### src/pfr_pkg.sv
/*
  package of the failure-reaction block: register offsets, build word
  fields, reaction codes, response codes and interrupt bits.
  assumes a 32-bit AXI4-Lite programming port with word-aligned offsets.
*/
package pfr_pkg;

  // ************************************************************
  // register offsets (byte addresses)
  // ************************************************************
  localparam logic [11:0] OFF_BUILD = 12'h000;
  localparam logic [11:0] OFF_REACT = 12'h004;
  localparam logic [11:0] OFF_STAT = 12'h008;
  localparam logic [11:0] OFF_IEN = 12'h00C;
  localparam logic [11:0] OFF_ICLR = 12'h010;
  localparam int ADDR_W = 12;

  // ************************************************************
  // build information word
  // ************************************************************
  localparam int FILT_LSB = 24;
  localparam int FILT_MSB = 25;
  localparam int AWID_LSB = 8;
  localparam int AWID_MSB = 13;
  localparam int REGN_LSB = 0;
  localparam int REGN_MSB = 4;
  localparam logic [1:0] FILT_ONE = 2'h0;
  localparam logic [1:0] FILT_TWO = 2'h1;
  localparam logic [1:0] FILT_FOUR = 2'h3;
  localparam logic [5:0] AWID_32 = 6'h1F;
  localparam logic [5:0] AWID_36 = 6'h23;
  localparam logic [5:0] AWID_40 = 6'h27;
  localparam logic [5:0] AWID_48 = 6'h2F;
  localparam logic [5:0] AWID_64 = 6'h3F;
  localparam logic [4:0] REGN_NINE = 5'h08;
  localparam logic [1:0] FILT_CODE = FILT_FOUR;
  localparam logic [5:0] AWID_CODE = AWID_32;

  // ************************************************************
  // reaction field, responses, interrupt bits
  // ************************************************************
  localparam int REACT_W = 2;
  localparam logic [1:0] REACT_RST = 2'h0;
  localparam int REACT_IRQ_BIT = 1;
  localparam int REACT_ERR_BIT = 0;
  localparam logic [1:0] RESP_OKAY = 2'h0;
  localparam logic [1:0] RESP_SLVERR = 2'h2;
  localparam logic [1:0] RESP_DECERR = 2'h3;
  localparam logic [1:0] OVL_RESP = RESP_DECERR;
  localparam int REGION_W = 4;
  localparam int EV_W = 2;
  localparam int EV_PERM = 0;
  localparam int EV_OVL = 1;
  localparam logic [1:0] IEN_RST = 2'h3;

endpackage

### src/pfr_react_decode.sv
/*
  combinational decode of one permission check result into the bus
  response code and the interrupt events it raises.
  assumes the reaction field comes from the register block.
*/
`timescale 1ns/1ps
`default_nettype none

module pfr_react_decode (
  // reaction setting
  input wire logic [1:0] reaction,
  // check result
  input wire logic chk_valid,
  input wire logic perm_fail,
  input wire logic overlap,
  input wire logic [3:0] overlap_region,
  // decoded
  output logic [1:0] resp,
  output logic [1:0] events
);

  // ************************************************************
  // response and event decode
  // ************************************************************
  always_comb begin
    resp = pfr_pkg::RESP_OKAY;
    events = '0;
    if (chk_valid && overlap) begin
      resp = pfr_pkg::OVL_RESP;
      events[pfr_pkg::EV_OVL] = (overlap_region != 4'h0);
    end else if (chk_valid && perm_fail) begin
      resp = reaction[pfr_pkg::REACT_ERR_BIT] ? pfr_pkg::RESP_DECERR
                                              : pfr_pkg::RESP_OKAY;
      events[pfr_pkg::EV_PERM] = 1'b1;
    end
  end

endmodule
`default_nettype wire

### src/pfr_top.sv
/*
  build information and failure-reaction registers behind an AXI4-Lite
  slave, with response selection for failing transactions and a level
  security failure interrupt.
  assumes one clock, AXI4-Lite masters that keep valid and payload
  steady until taken, and check results synchronous to clk.
*/
// Contract
// - filter unit count in bits 25:24
// - address width code in bits 13:8
// - region count always reads 0b01000
// - reaction field picks irq and response
// - code 00: irq low, OKAY
// - code 01: irq low, DECERR
// - code 10: irq high, OKAY
// - code 11: irq high, DECERR
// - overlap region>=1: irq follows bit 1
// - overlap response not taken from field
`timescale 1ns/1ps
`default_nettype none

module pfr_top (
  // clock and reset
  input wire logic clk,
  input wire logic rst_n,
  input wire logic ce,
  // axi4-lite write address
  input wire logic [11:0] s_axi_awaddr,
  input wire logic s_axi_awvalid,
  output logic s_axi_awready,
  // axi4-lite write data
  input wire logic [31:0] s_axi_wdata,
  input wire logic [3:0] s_axi_wstrb,
  input wire logic s_axi_wvalid,
  output logic s_axi_wready,
  // axi4-lite write response
  output logic [1:0] s_axi_bresp,
  output logic s_axi_bvalid,
  input wire logic s_axi_bready,
  // axi4-lite read
  input wire logic [11:0] s_axi_araddr,
  input wire logic s_axi_arvalid,
  output logic s_axi_arready,
  output logic [31:0] s_axi_rdata,
  output logic [1:0] s_axi_rresp,
  output logic s_axi_rvalid,
  input wire logic s_axi_rready,
  // permission check result
  input wire logic chk_valid,
  input wire logic chk_write,
  input wire logic chk_perm_fail,
  input wire logic chk_overlap,
  input wire logic [3:0] chk_overlap_region,
  // failing transaction response
  output logic resp_valid,
  output logic [1:0] write_resp_secure_side,
  output logic [1:0] read_resp_secure_side,
  // interrupt
  output logic security_fail_irq
);

  // ************************************************************
  // state
  // ************************************************************
  logic [1:0] react_r;
  logic [1:0] stat_r;
  logic [1:0] ien_r;
  logic [1:0] clr_fire;
  logic [1:0] stat_nxt;
  logic aw_got_r;
  logic w_got_r;
  logic [11:0] awaddr_r;
  logic [31:0] wdata_r;
  logic [3:0] wstrb_r;
  logic wr_do;
  logic rd_build_r;
  logic rd_react_r;
  logic [1:0] dec_resp;
  logic [1:0] dec_ev;

  function automatic logic is_reg(input logic [11:0] a, input logic [11:0] off);
    is_reg = (a[11:2] == off[11:2]);
  endfunction

  function automatic logic mapped(input logic [11:0] a);
    mapped = is_reg(a, pfr_pkg::OFF_BUILD) || is_reg(a, pfr_pkg::OFF_REACT) ||
             is_reg(a, pfr_pkg::OFF_STAT) || is_reg(a, pfr_pkg::OFF_IEN) ||
             is_reg(a, pfr_pkg::OFF_ICLR);
  endfunction

  function automatic logic [31:0] read_word(input logic [11:0] a,
                                            input logic [1:0] react,
                                            input logic [1:0] stat,
                                            input logic [1:0] ien);
    read_word = 32'h0000_0000;
    if (is_reg(a, pfr_pkg::OFF_BUILD)) begin
      read_word[pfr_pkg::FILT_MSB:pfr_pkg::FILT_LSB] = pfr_pkg::FILT_CODE;
      read_word[pfr_pkg::AWID_MSB:pfr_pkg::AWID_LSB] = pfr_pkg::AWID_CODE;
      read_word[pfr_pkg::REGN_MSB:pfr_pkg::REGN_LSB] = pfr_pkg::REGN_NINE;
    end else if (is_reg(a, pfr_pkg::OFF_REACT)) begin
      read_word[1:0] = react;
    end else if (is_reg(a, pfr_pkg::OFF_STAT)) begin
      read_word[1:0] = stat;
    end else if (is_reg(a, pfr_pkg::OFF_IEN)) begin
      read_word[1:0] = ien;
    end
  endfunction

  // ************************************************************
  // write channel
  // ************************************************************
  assign wr_do = aw_got_r && w_got_r && !s_axi_bvalid;

  always_ff @(posedge clk or negedge rst_n) begin
    if (!rst_n) begin
      aw_got_r <= 1'b0;
      w_got_r <= 1'b0;
      s_axi_awready <= 1'b1;
      s_axi_wready <= 1'b1;
      s_axi_bvalid <= 1'b0;
      s_axi_bresp <= pfr_pkg::RESP_OKAY;
      awaddr_r <= '0;
      wdata_r <= '0;
      wstrb_r <= '0;
    end else if (ce) begin
      if (s_axi_awvalid && s_axi_awready) begin
        aw_got_r <= 1'b1;
        s_axi_awready <= 1'b0;
        awaddr_r <= s_axi_awaddr;
      end
      if (s_axi_wvalid && s_axi_wready) begin
        w_got_r <= 1'b1;
        s_axi_wready <= 1'b0;
        wdata_r <= s_axi_wdata;
        wstrb_r <= s_axi_wstrb;
      end
      if (wr_do) begin
        s_axi_bvalid <= 1'b1;
        s_axi_bresp <= mapped(awaddr_r) ? pfr_pkg::RESP_OKAY : pfr_pkg::RESP_SLVERR;
      end
      if (s_axi_bvalid && s_axi_bready) begin
        s_axi_bvalid <= 1'b0;
        aw_got_r <= 1'b0;
        w_got_r <= 1'b0;
        s_axi_awready <= 1'b1;
        s_axi_wready <= 1'b1;
      end
    end
  end

  // ************************************************************
  // control registers
  // ************************************************************
  always_ff @(posedge clk or negedge rst_n) begin
    if (!rst_n) begin
      react_r <= pfr_pkg::REACT_RST;
      ien_r <= pfr_pkg::IEN_RST;
    end else if (ce && wr_do && wstrb_r[0]) begin
      if (is_reg(awaddr_r, pfr_pkg::OFF_REACT)) begin
        react_r <= wdata_r[1:0];
      end
      if (is_reg(awaddr_r, pfr_pkg::OFF_IEN)) begin
        ien_r <= wdata_r[1:0];
      end
    end
  end

  // ************************************************************
  // read channel
  // ************************************************************
  always_ff @(posedge clk or negedge rst_n) begin
    if (!rst_n) begin
      s_axi_arready <= 1'b1;
      s_axi_rvalid <= 1'b0;
      s_axi_rdata <= '0;
      s_axi_rresp <= pfr_pkg::RESP_OKAY;
      rd_build_r <= 1'b0;
      rd_react_r <= 1'b0;
    end else if (ce) begin
      if (s_axi_arvalid && s_axi_arready) begin
        s_axi_arready <= 1'b0;
        s_axi_rvalid <= 1'b1;
        s_axi_rdata <= read_word(s_axi_araddr, react_r, stat_r, ien_r);
        s_axi_rresp <= mapped(s_axi_araddr) ? pfr_pkg::RESP_OKAY : pfr_pkg::RESP_SLVERR;
        rd_build_r <= is_reg(s_axi_araddr, pfr_pkg::OFF_BUILD);
        rd_react_r <= is_reg(s_axi_araddr, pfr_pkg::OFF_REACT);
      end else if (s_axi_rvalid && s_axi_rready) begin
        s_axi_rvalid <= 1'b0;
        s_axi_arready <= 1'b1;
      end
    end
  end

  // ************************************************************
  // check result decode and response
  // ************************************************************
  pfr_react_decode u_dec (
    .reaction(react_r),
    .chk_valid(chk_valid),
    .perm_fail(chk_perm_fail),
    .overlap(chk_overlap),
    .overlap_region(chk_overlap_region),
    .resp(dec_resp),
    .events(dec_ev)
  );

  always_ff @(posedge clk or negedge rst_n) begin
    if (!rst_n) begin
      resp_valid <= 1'b0;
      write_resp_secure_side <= pfr_pkg::RESP_OKAY;
      read_resp_secure_side <= pfr_pkg::RESP_OKAY;
    end else if (ce) begin
      resp_valid <= chk_valid;
      if (chk_valid && chk_write) begin
        write_resp_secure_side <= dec_resp;
      end
      if (chk_valid && !chk_write) begin
        read_resp_secure_side <= dec_resp;
      end
    end
  end

  // ************************************************************
  // interrupt status, enable, clear
  // ************************************************************
  assign clr_fire = (wr_do && wstrb_r[0] && is_reg(awaddr_r, pfr_pkg::OFF_ICLR))
                    ? wdata_r[1:0] : 2'h0;
  assign stat_nxt = (stat_r & ~clr_fire) | dec_ev;

  always_ff @(posedge clk or negedge rst_n) begin
    if (!rst_n) begin
      stat_r <= '0;
    end else if (ce) begin
      stat_r <= stat_nxt;
    end
  end

  always_ff @(posedge clk or negedge rst_n) begin
    if (!rst_n) begin
      security_fail_irq <= 1'b0;
    end else if (ce) begin
      security_fail_irq <= react_r[pfr_pkg::REACT_IRQ_BIT] && |(stat_r & ien_r);
    end
  end

  // ************************************************************
  // assertions
  // ************************************************************
  resp_okay_a: assert property (@(posedge clk) disable iff (!rst_n)
    ce && chk_valid && chk_write && chk_perm_fail && !chk_overlap && !react_r[0]
    |=> resp_valid && write_resp_secure_side == 2'h0)
    else $error("failing write with okay code not answered okay");

  resp_decerr_a: assert property (@(posedge clk) disable iff (!rst_n)
    ce && chk_valid && !chk_write && chk_perm_fail && !chk_overlap && react_r[0]
    |=> resp_valid && read_resp_secure_side == 2'h3)
    else $error("failing read with error code not answered decerr");

  ovl_resp_a: assert property (@(posedge clk) disable iff (!rst_n)
    ce && chk_valid && chk_overlap && chk_write
    |=> write_resp_secure_side == 2'h3)
    else $error("overlap response followed the reaction field");

  irq_low_a: assert property (@(posedge clk) disable iff (!rst_n)
    ce && !react_r[1] |=> !security_fail_irq)
    else $error("interrupt high with reaction bit one low");

  irq_high_a: assert property (@(posedge clk) disable iff (!rst_n)
    ce && chk_valid && chk_perm_fail && !chk_overlap && ien_r[0] && react_r[1]
    ##1 (ce && react_r[1] && ien_r[0] && clr_fire == 2'h0) |=> security_fail_irq)
    else $error("permission failure did not raise the interrupt");

  ovl_region0_a: assert property (@(posedge clk) disable iff (!rst_n)
    ce && chk_valid && chk_overlap && chk_overlap_region == 4'h0 && !stat_r[1]
    |=> !stat_r[1])
    else $error("overlap of region zero raised the overlap event");

  build_filt_a: assert property (@(posedge clk) disable iff (!rst_n)
    s_axi_rvalid && rd_build_r |-> s_axi_rdata[25:24] == 2'h3)
    else $error("filter unit count field wrong");

  build_width_a: assert property (@(posedge clk) disable iff (!rst_n)
    s_axi_rvalid && rd_build_r |-> s_axi_rdata[13:8] == 6'h1F)
    else $error("address width field wrong");

  build_region_a: assert property (@(posedge clk) disable iff (!rst_n)
    s_axi_rvalid && rd_build_r
    |-> s_axi_rdata[4:0] == 5'h08 && s_axi_rdata[31:26] == 6'h00 && s_axi_rdata[23:14] == 10'h000)
    else $error("region count or reserved build bits wrong");

  react_resv_a: assert property (@(posedge clk) disable iff (!rst_n)
    ce && s_axi_arvalid && s_axi_arready && is_reg(s_axi_araddr, pfr_pkg::OFF_REACT)
    |=> rd_react_r && s_axi_rdata[31:2] == 30'h0 && s_axi_rdata[1:0] == $past(react_r))
    else $error("reaction word read back wrong");

  react_write_a: assert property (@(posedge clk) disable iff (!rst_n)
    ce && wr_do && wstrb_r[0] && is_reg(awaddr_r, pfr_pkg::OFF_REACT)
    |=> {30'h0, react_r} == ($past(wdata_r) & 32'h0000_0003))
    else $error("reaction field did not take the written low bits");

  perm_ok_rd_a: assert property (@(posedge clk) disable iff (!rst_n)
    ce && chk_valid && !chk_write && chk_perm_fail && !chk_overlap && !react_r[0]
    |=> resp_valid && read_resp_secure_side == 2'h0)
    else $error("failing read with okay code not answered okay");

  perm_err_wr_a: assert property (@(posedge clk) disable iff (!rst_n)
    ce && chk_valid && chk_write && chk_perm_fail && !chk_overlap && react_r[0]
    |=> resp_valid && write_resp_secure_side == 2'h3)
    else $error("failing write with error code not answered decerr");

  ovl_resp_rd_a: assert property (@(posedge clk) disable iff (!rst_n)
    ce && chk_valid && chk_overlap && !chk_write
    |=> read_resp_secure_side == 2'h3)
    else $error("overlap read response followed the reaction field");

  ovl_irq_a: assert property (@(posedge clk) disable iff (!rst_n)
    ce && chk_valid && chk_overlap && chk_overlap_region != 4'h0 && ien_r[1] && react_r[1]
    ##1 (ce && react_r[1] && ien_r[1] && clr_fire == 2'h0) |=> security_fail_irq)
    else $error("overlap of an upper region did not raise the interrupt");

  resp_pulse_a: assert property (@(posedge clk) disable iff (!rst_n)
    ce |=> resp_valid == $past(chk_valid))
    else $error("response strobe did not follow the check port");

  stat_keep_a: assert property (@(posedge clk) disable iff (!rst_n)
    ce && stat_r[0] && !clr_fire[0] |=> stat_r[0])
    else $error("permission status bit lost without a clear");

  ce_freeze_a: assert property (@(posedge clk) disable iff (!rst_n)
    !ce |=> $stable(stat_r) && $stable(react_r) &&
            $stable(security_fail_irq) && $stable(resp_valid))
    else $error("state moved while the clock enable was low");

  perm_cov_c: cover property (@(posedge clk) disable iff (!rst_n)
    chk_valid && chk_perm_fail && react_r == 2'h3 ##2 security_fail_irq);
  ovl_cov_c: cover property (@(posedge clk) disable iff (!rst_n)
    chk_valid && chk_overlap && chk_overlap_region != 4'h0 ##1 stat_r[1]);
  wr_cov_c: cover property (@(posedge clk) disable iff (!rst_n)
    s_axi_bvalid && s_axi_bready);
  rd_cov_c: cover property (@(posedge clk) disable iff (!rst_n)
    s_axi_rvalid && s_axi_rready && rd_build_r);
  frz_cov_c: cover property (@(posedge clk) disable iff (!rst_n)
    !ce && chk_valid);

endmodule
`default_nettype wire

### config.mk
export PLATFORM = sky130hd
export DESIGN_NAME = pfr_top
export DESIGN_NICKNAME = d
export VERILOG_FILES = /design/src/pfr_pkg.sv /design/src/pfr_react_decode.sv /design/src/pfr_top.sv
export SDC_FILE = /design/constraint.sdc
export NUM_CORES = 1
export LEC_CHECK = 0
export ABC_CLOCK_PERIOD_IN_PS = 4000
export BUFFER_PORTS_ARGS = -buffer_cell sky130_fd_sc_hd__buf_4
export CORE_ASPECT_RATIO = 0.75
export CORE_MARGIN = 10
export CORE_UTILIZATION = 45
export CTS_CLUSTER_DIAMETER = 40
export DETAILED_ROUTE_END_ITERATION = 12
export GPL_TIMING_DRIVEN = 0
export PLACE_DENSITY = 0.94
export SYNTH_ARGS = -nofsm -noshare
export SYNTH_HDL_FRONTEND = slang
export SYNTH_HIERARCHICAL = 1
export SYNTH_SLANG_ARGS = --single-unit
### constraint.sdc
create_clock -name clk -period 4 [get_ports clk]
set_input_delay 0.8 -clock clk [delete_from_list [all_inputs] [get_ports clk]]
set_output_delay 0.8 -clock clk [all_outputs]
set_load 0.005 [all_outputs]
# Word-level counts from Yosys, hierarchy flattened
# Index checks and enable logic that the tools add are counted.
[totals]
reg_bits = 51
input_bits = 76
out_inout_bits = 47
elab_cells = 108
[op_classes]
n_eq_ne = 8
mux = 30
n_bitwise = 4
n_reduce_logical = 46
[ops]
columns = ["operator", "count"]
rows = [
  ["10-bit by 2-bit equality test with 1-bit output (second input constant)", 4],
  ["2-bit two-way mux", 12],
  ["2-bit AND reduction", 12],
  ["10-bit by 1-bit equality test with 1-bit output (second input constant)", 2],
  ["10-bit by 3-bit equality test with 1-bit output (second input constant)", 2],
  ["10-bit logical NOT", 2],
  ["1-bit two-way mux", 17],
  ["1-bit logical AND", 16],
  ["1-bit logical OR", 8],
  ["2-bit nonzero test", 4],
  ["5-bit two-way mux", 1],
  ["2-bit AND", 2],
  ["4-bit nonzero test", 1],
  ["1-bit logical NOT", 2],
  ["2-bit NOT", 1],
  ["2-bit bitwise OR", 1],
  ["2-bit OR reduction", 1],
]

# Longest topological paths before layout
[logic_depth]
ltp_word = 8
ltp_mapped = 5
mapped_depth_nobuf = 3

# Modules after synthesis
# Netlist, hierarchy kept.
[modules_own_cells]
columns = ["mod", "instances", "cells_each", "area_each_um2", "seq_area_each_um2"]
rows = [
  ["pfr_top", 1, 161, 1819.2, 932.1],
  ["pfr_react_decode", 1, 8, 46.3, 0.0],
]

# Worst setup path after synthesis
# OpenSTA, ideal clock, no wires.
[synth_path]
path_type = "input port to flip-flop"
startpoint = "input port ce"
endpoint = "register stat_r[0]"
setup_time_ns = 0.126
t_arrival_ns = 2.082
required_ns = 3.874
slack_ns = 1.792
cell_stages = 4
path_buffers = 1
path_cell_list = "clkbuf_1 > nand4b_1 > or4_4 > a221o_1"
[synth_lines]
columns = ["element", "line", "rtl"]
rows = [
  ["start: declaration", "pfr_top.sv:26", "input wire logic ce,"],
  ["end signal: assignment", "pfr_top.sv:234", "stat_r <= stat_nxt;"],
  ["end: declaration", "pfr_top.sv:66", "logic [1:0] stat_r;"],
]

# Final worst setup path
[layout_path]
startpoint = "input port ce"
endpoint = "register react_r[1]"
[layout_between]
elab_chain_cells = 3
[layout_lines]
columns = ["element", "line", "rtl"]
rows = [
  ["1-bit logical AND (2 in series)", "pfr_top.sv:158", "end else if (ce && wr_do && wstrb_r[0]) begin"],
  ["2-bit AND reduction (no source line)", "n/a", ""],
  ["end signal: assignment", "pfr_top.sv:156", "react_r <= pfr_pkg::REACT_RST;"],
  ["end signal: assignment", "pfr_top.sv:160", "react_r <= wdata_r[1:0];"],
  ["end: declaration", "pfr_top.sv:65", "logic [1:0] react_r;"],
]
# Every way passes these cells.
# A chain may end at the register's enable or synchronous reset.

==> metrics.yaml <==
status: "complete, no violations"
drtPass1Iterations: 4
detail-route-antenna-nets: 0
cpPeakStageDelay_ps: 540
hold_path_class: "primary input to async pin"
post_dp_hpwl_mm: 3.72
worst_ir_drop_vdd_mv: 0.396
post_synth_most_frequent_cells: "buf_4, dfrtp_1, mux2_2"
totalPowerFinal_uw: 1200
p_per_area_nw_per_um2: 461
clock-sinks: 37
drt_first_iter_violations: 79
tns_ps: 0
rrSetupSlack_ps: 2050
detailroute.via_count: 1446
start_util: 0.463
crit_required_ps: 4170
synth.ff_latch_count: 37
cts_hold_buffers: 0
buffers_on_ports: 60
max_freq_mhz: 451
slew-limit-headroom: 0.655
placementRows: 20
clock_tree.root_cell: "clkbuf_8"
synth_enable_flop_cells: 0
floorplan.die_area_um2: 7150
drcViolationCount: 0
fp.dieW_um: 94.3
cts.path.max_buffers: 2
grt_setup_unrepaired: "no"
routed_wirelength_mm: 4.52
layout_cell_share_with_drive_strength_beyond_1: 0.508
number_of_setup_buffers_added_after_cts: 0
end_kind: "flip-flop"
synth_cells: 169
critical_path.startpoint_type: "primary input"
nets: 335
gr-usage-all-layers: 0.123
slew_violations: 0
grt_antenna_before_repair: 0
seq_area_frac_synth: 0.500
synthesis.yosys.warnings: 6
min_period_over_period: 0.555
insertion_delay_ps: 290
timing.setup.critical_path_class: "primary input to flip-flop"
grt_max_degree: 38
pin_count: 123
synthesis.area_per_instance_um2: 11.0
critical_path_buf_inv_count: 1
tritoncts: "done"
numCtsBuffers: 5
p_leak_uw: 0.00134
skew_ps: 10.4
cts.repair.resized: 0
drt-vias-per-instance: 4.59
total_of_max_cap_violations: 0
synthDominantAreaCellType: "dfrtp_1"
leftover_overflow_at_the_end_of_global_routing: 0
coreArea_um2: 4030
timing_worst_slew_pin_value_ps: 518
netlist_top_cells_area: "dfrtp_1, mux2_2, buf_4"
total_setup_violations_reported_at_the_end_of_the_flow: 0
netlist.area_leader.share: 0.429
syn_area_um2: 1870
synth_flop_cell: "dfrtp_1"
report.final.hold_viol_count: 0
clkSlewWorstSetupHoldPaths_ps: 80
average_wire_per_standard_cell_um: 14.3
layout-area-overhead-vs-synth_pct: 39.8
crit_path_max_fanout: 9
grt_pass1_vias: 1472
yosys.cell_types.count: 29
diodes: 0
ordered_list_of_cells_on_the_worst_path: "clkbuf_1 > nand4b_1 > nor4_1 > mux2_2"
worst_path_max_delay_cell: "nor4_1"
final_period_minus_worst_setup_slack_ps: 2220
crit_family: "simple AND/OR/NAND/NOR gates"
cts.htree.levels: 2
data_arrival_time_of_the_worst_path_ps: 2390
grt_first_pass_wirelength_mm: 7.02
gp_congestion: 0.729
synth-async-reset-ratio: 1.00
die_y_um: 75.8
## report_power, final
part,switching (µW),total (µW),internal [µW]
Combinational,103,268,166
Clock,133,384,251
Sequential,68.8,550,481
Total,305,1200,898
## worst register-to-register path, cell delays in order (launching register included)
cell and delay [ps]:
dfrtp_1 380, or4_4 560, nor4_1 490, mux2_2 390
## metal layers
layer	track usage	routed length [µm]	vias up
met5	0	0	-
met4	0.0336	28	0
met3	0.0541	481	5
met2	0.214	2340	46
met1	0.135	1670	678
li1	-	-	717
## through the flow
stage          cell area [µm²]  utilization  worst slack [ps]  instances  hold slack, ps
6_report                  2610        0.648              1780        315             451
5_1_grt                   2610        0.648              1630        315             483
4_1_cts                   2610        0.648              1780        315             464
3_5_place_dp              2470        0.613              1480        307             468
3_3_place_gp              2470        0.613              1530        307             455
2_1_floorplan             1950            -              1790        192             456
## cell usage in the layout, fill, tap and decap left out, drive strengths merged, types with 2 or more instances in the layout
master  netlist  final
mux2         23     23
bufinv        0      2
or4bb         2      2
nor4          5      5
conb          1     24
dfstp         5      5
dfrtp        32     32
nand2        20     20
nor2b         4      4
a21boi        2      2
inv           5      6
o21ai         5      5
a22oi         3      3
nand3         6      6
or4           2      2
buf          32     92
a21oi         2      2
nor2          4      4
a31oi         2      2
clkbuf        3      8
a221o         2      2
nand4b        2      2
## final cells by class
type / instances / area, µm²
Clock buffer: 5 / 68.8
Timing Repair Buffer: 60 / 450
Multi-Input combinational cell: 115 / 749
Fill cell: 301 / 1420
Inverter: 5 / 18.8
Sequential cell: 37 / 932
Buffer: 35 / 251
Tap cell: 55 / 68.8
Clock inverter: 3 / 68.8
## sequential cells by signal, summed over array words and instances, names as in the netlist, 2 cells and up
register                cells
awaddr_r                   10
ien_r                       2
react_r                     2
read_resp_secure_side       2
s_axi_rdata                 3
stat_r                      2
wdata_r                     2
write_resp_secure_side      2
## logic make-up after synthesis
logic type / share of synthesized area
mux: 0.139
other cells: 0.00201
simple gates: 0.146
flops: 0.500
compound gates: 0.0684
buf+inv: 0.145
## final timing paths
kind	from	to	cells after the start
max in group asynchronous	rst_n	s_axi_awready	1
setup reg to reg	awaddr_r[9]	react_r[1]	3
hold / removal	rst_n	awaddr_r[10]	1
hold reg to reg	s_axi_awready	s_axi_awready	2
setup / recovery	ce	react_r[1]	4
min in group clk	s_axi_awready	s_axi_awready	2
Power figures use the tool's default switching activity.
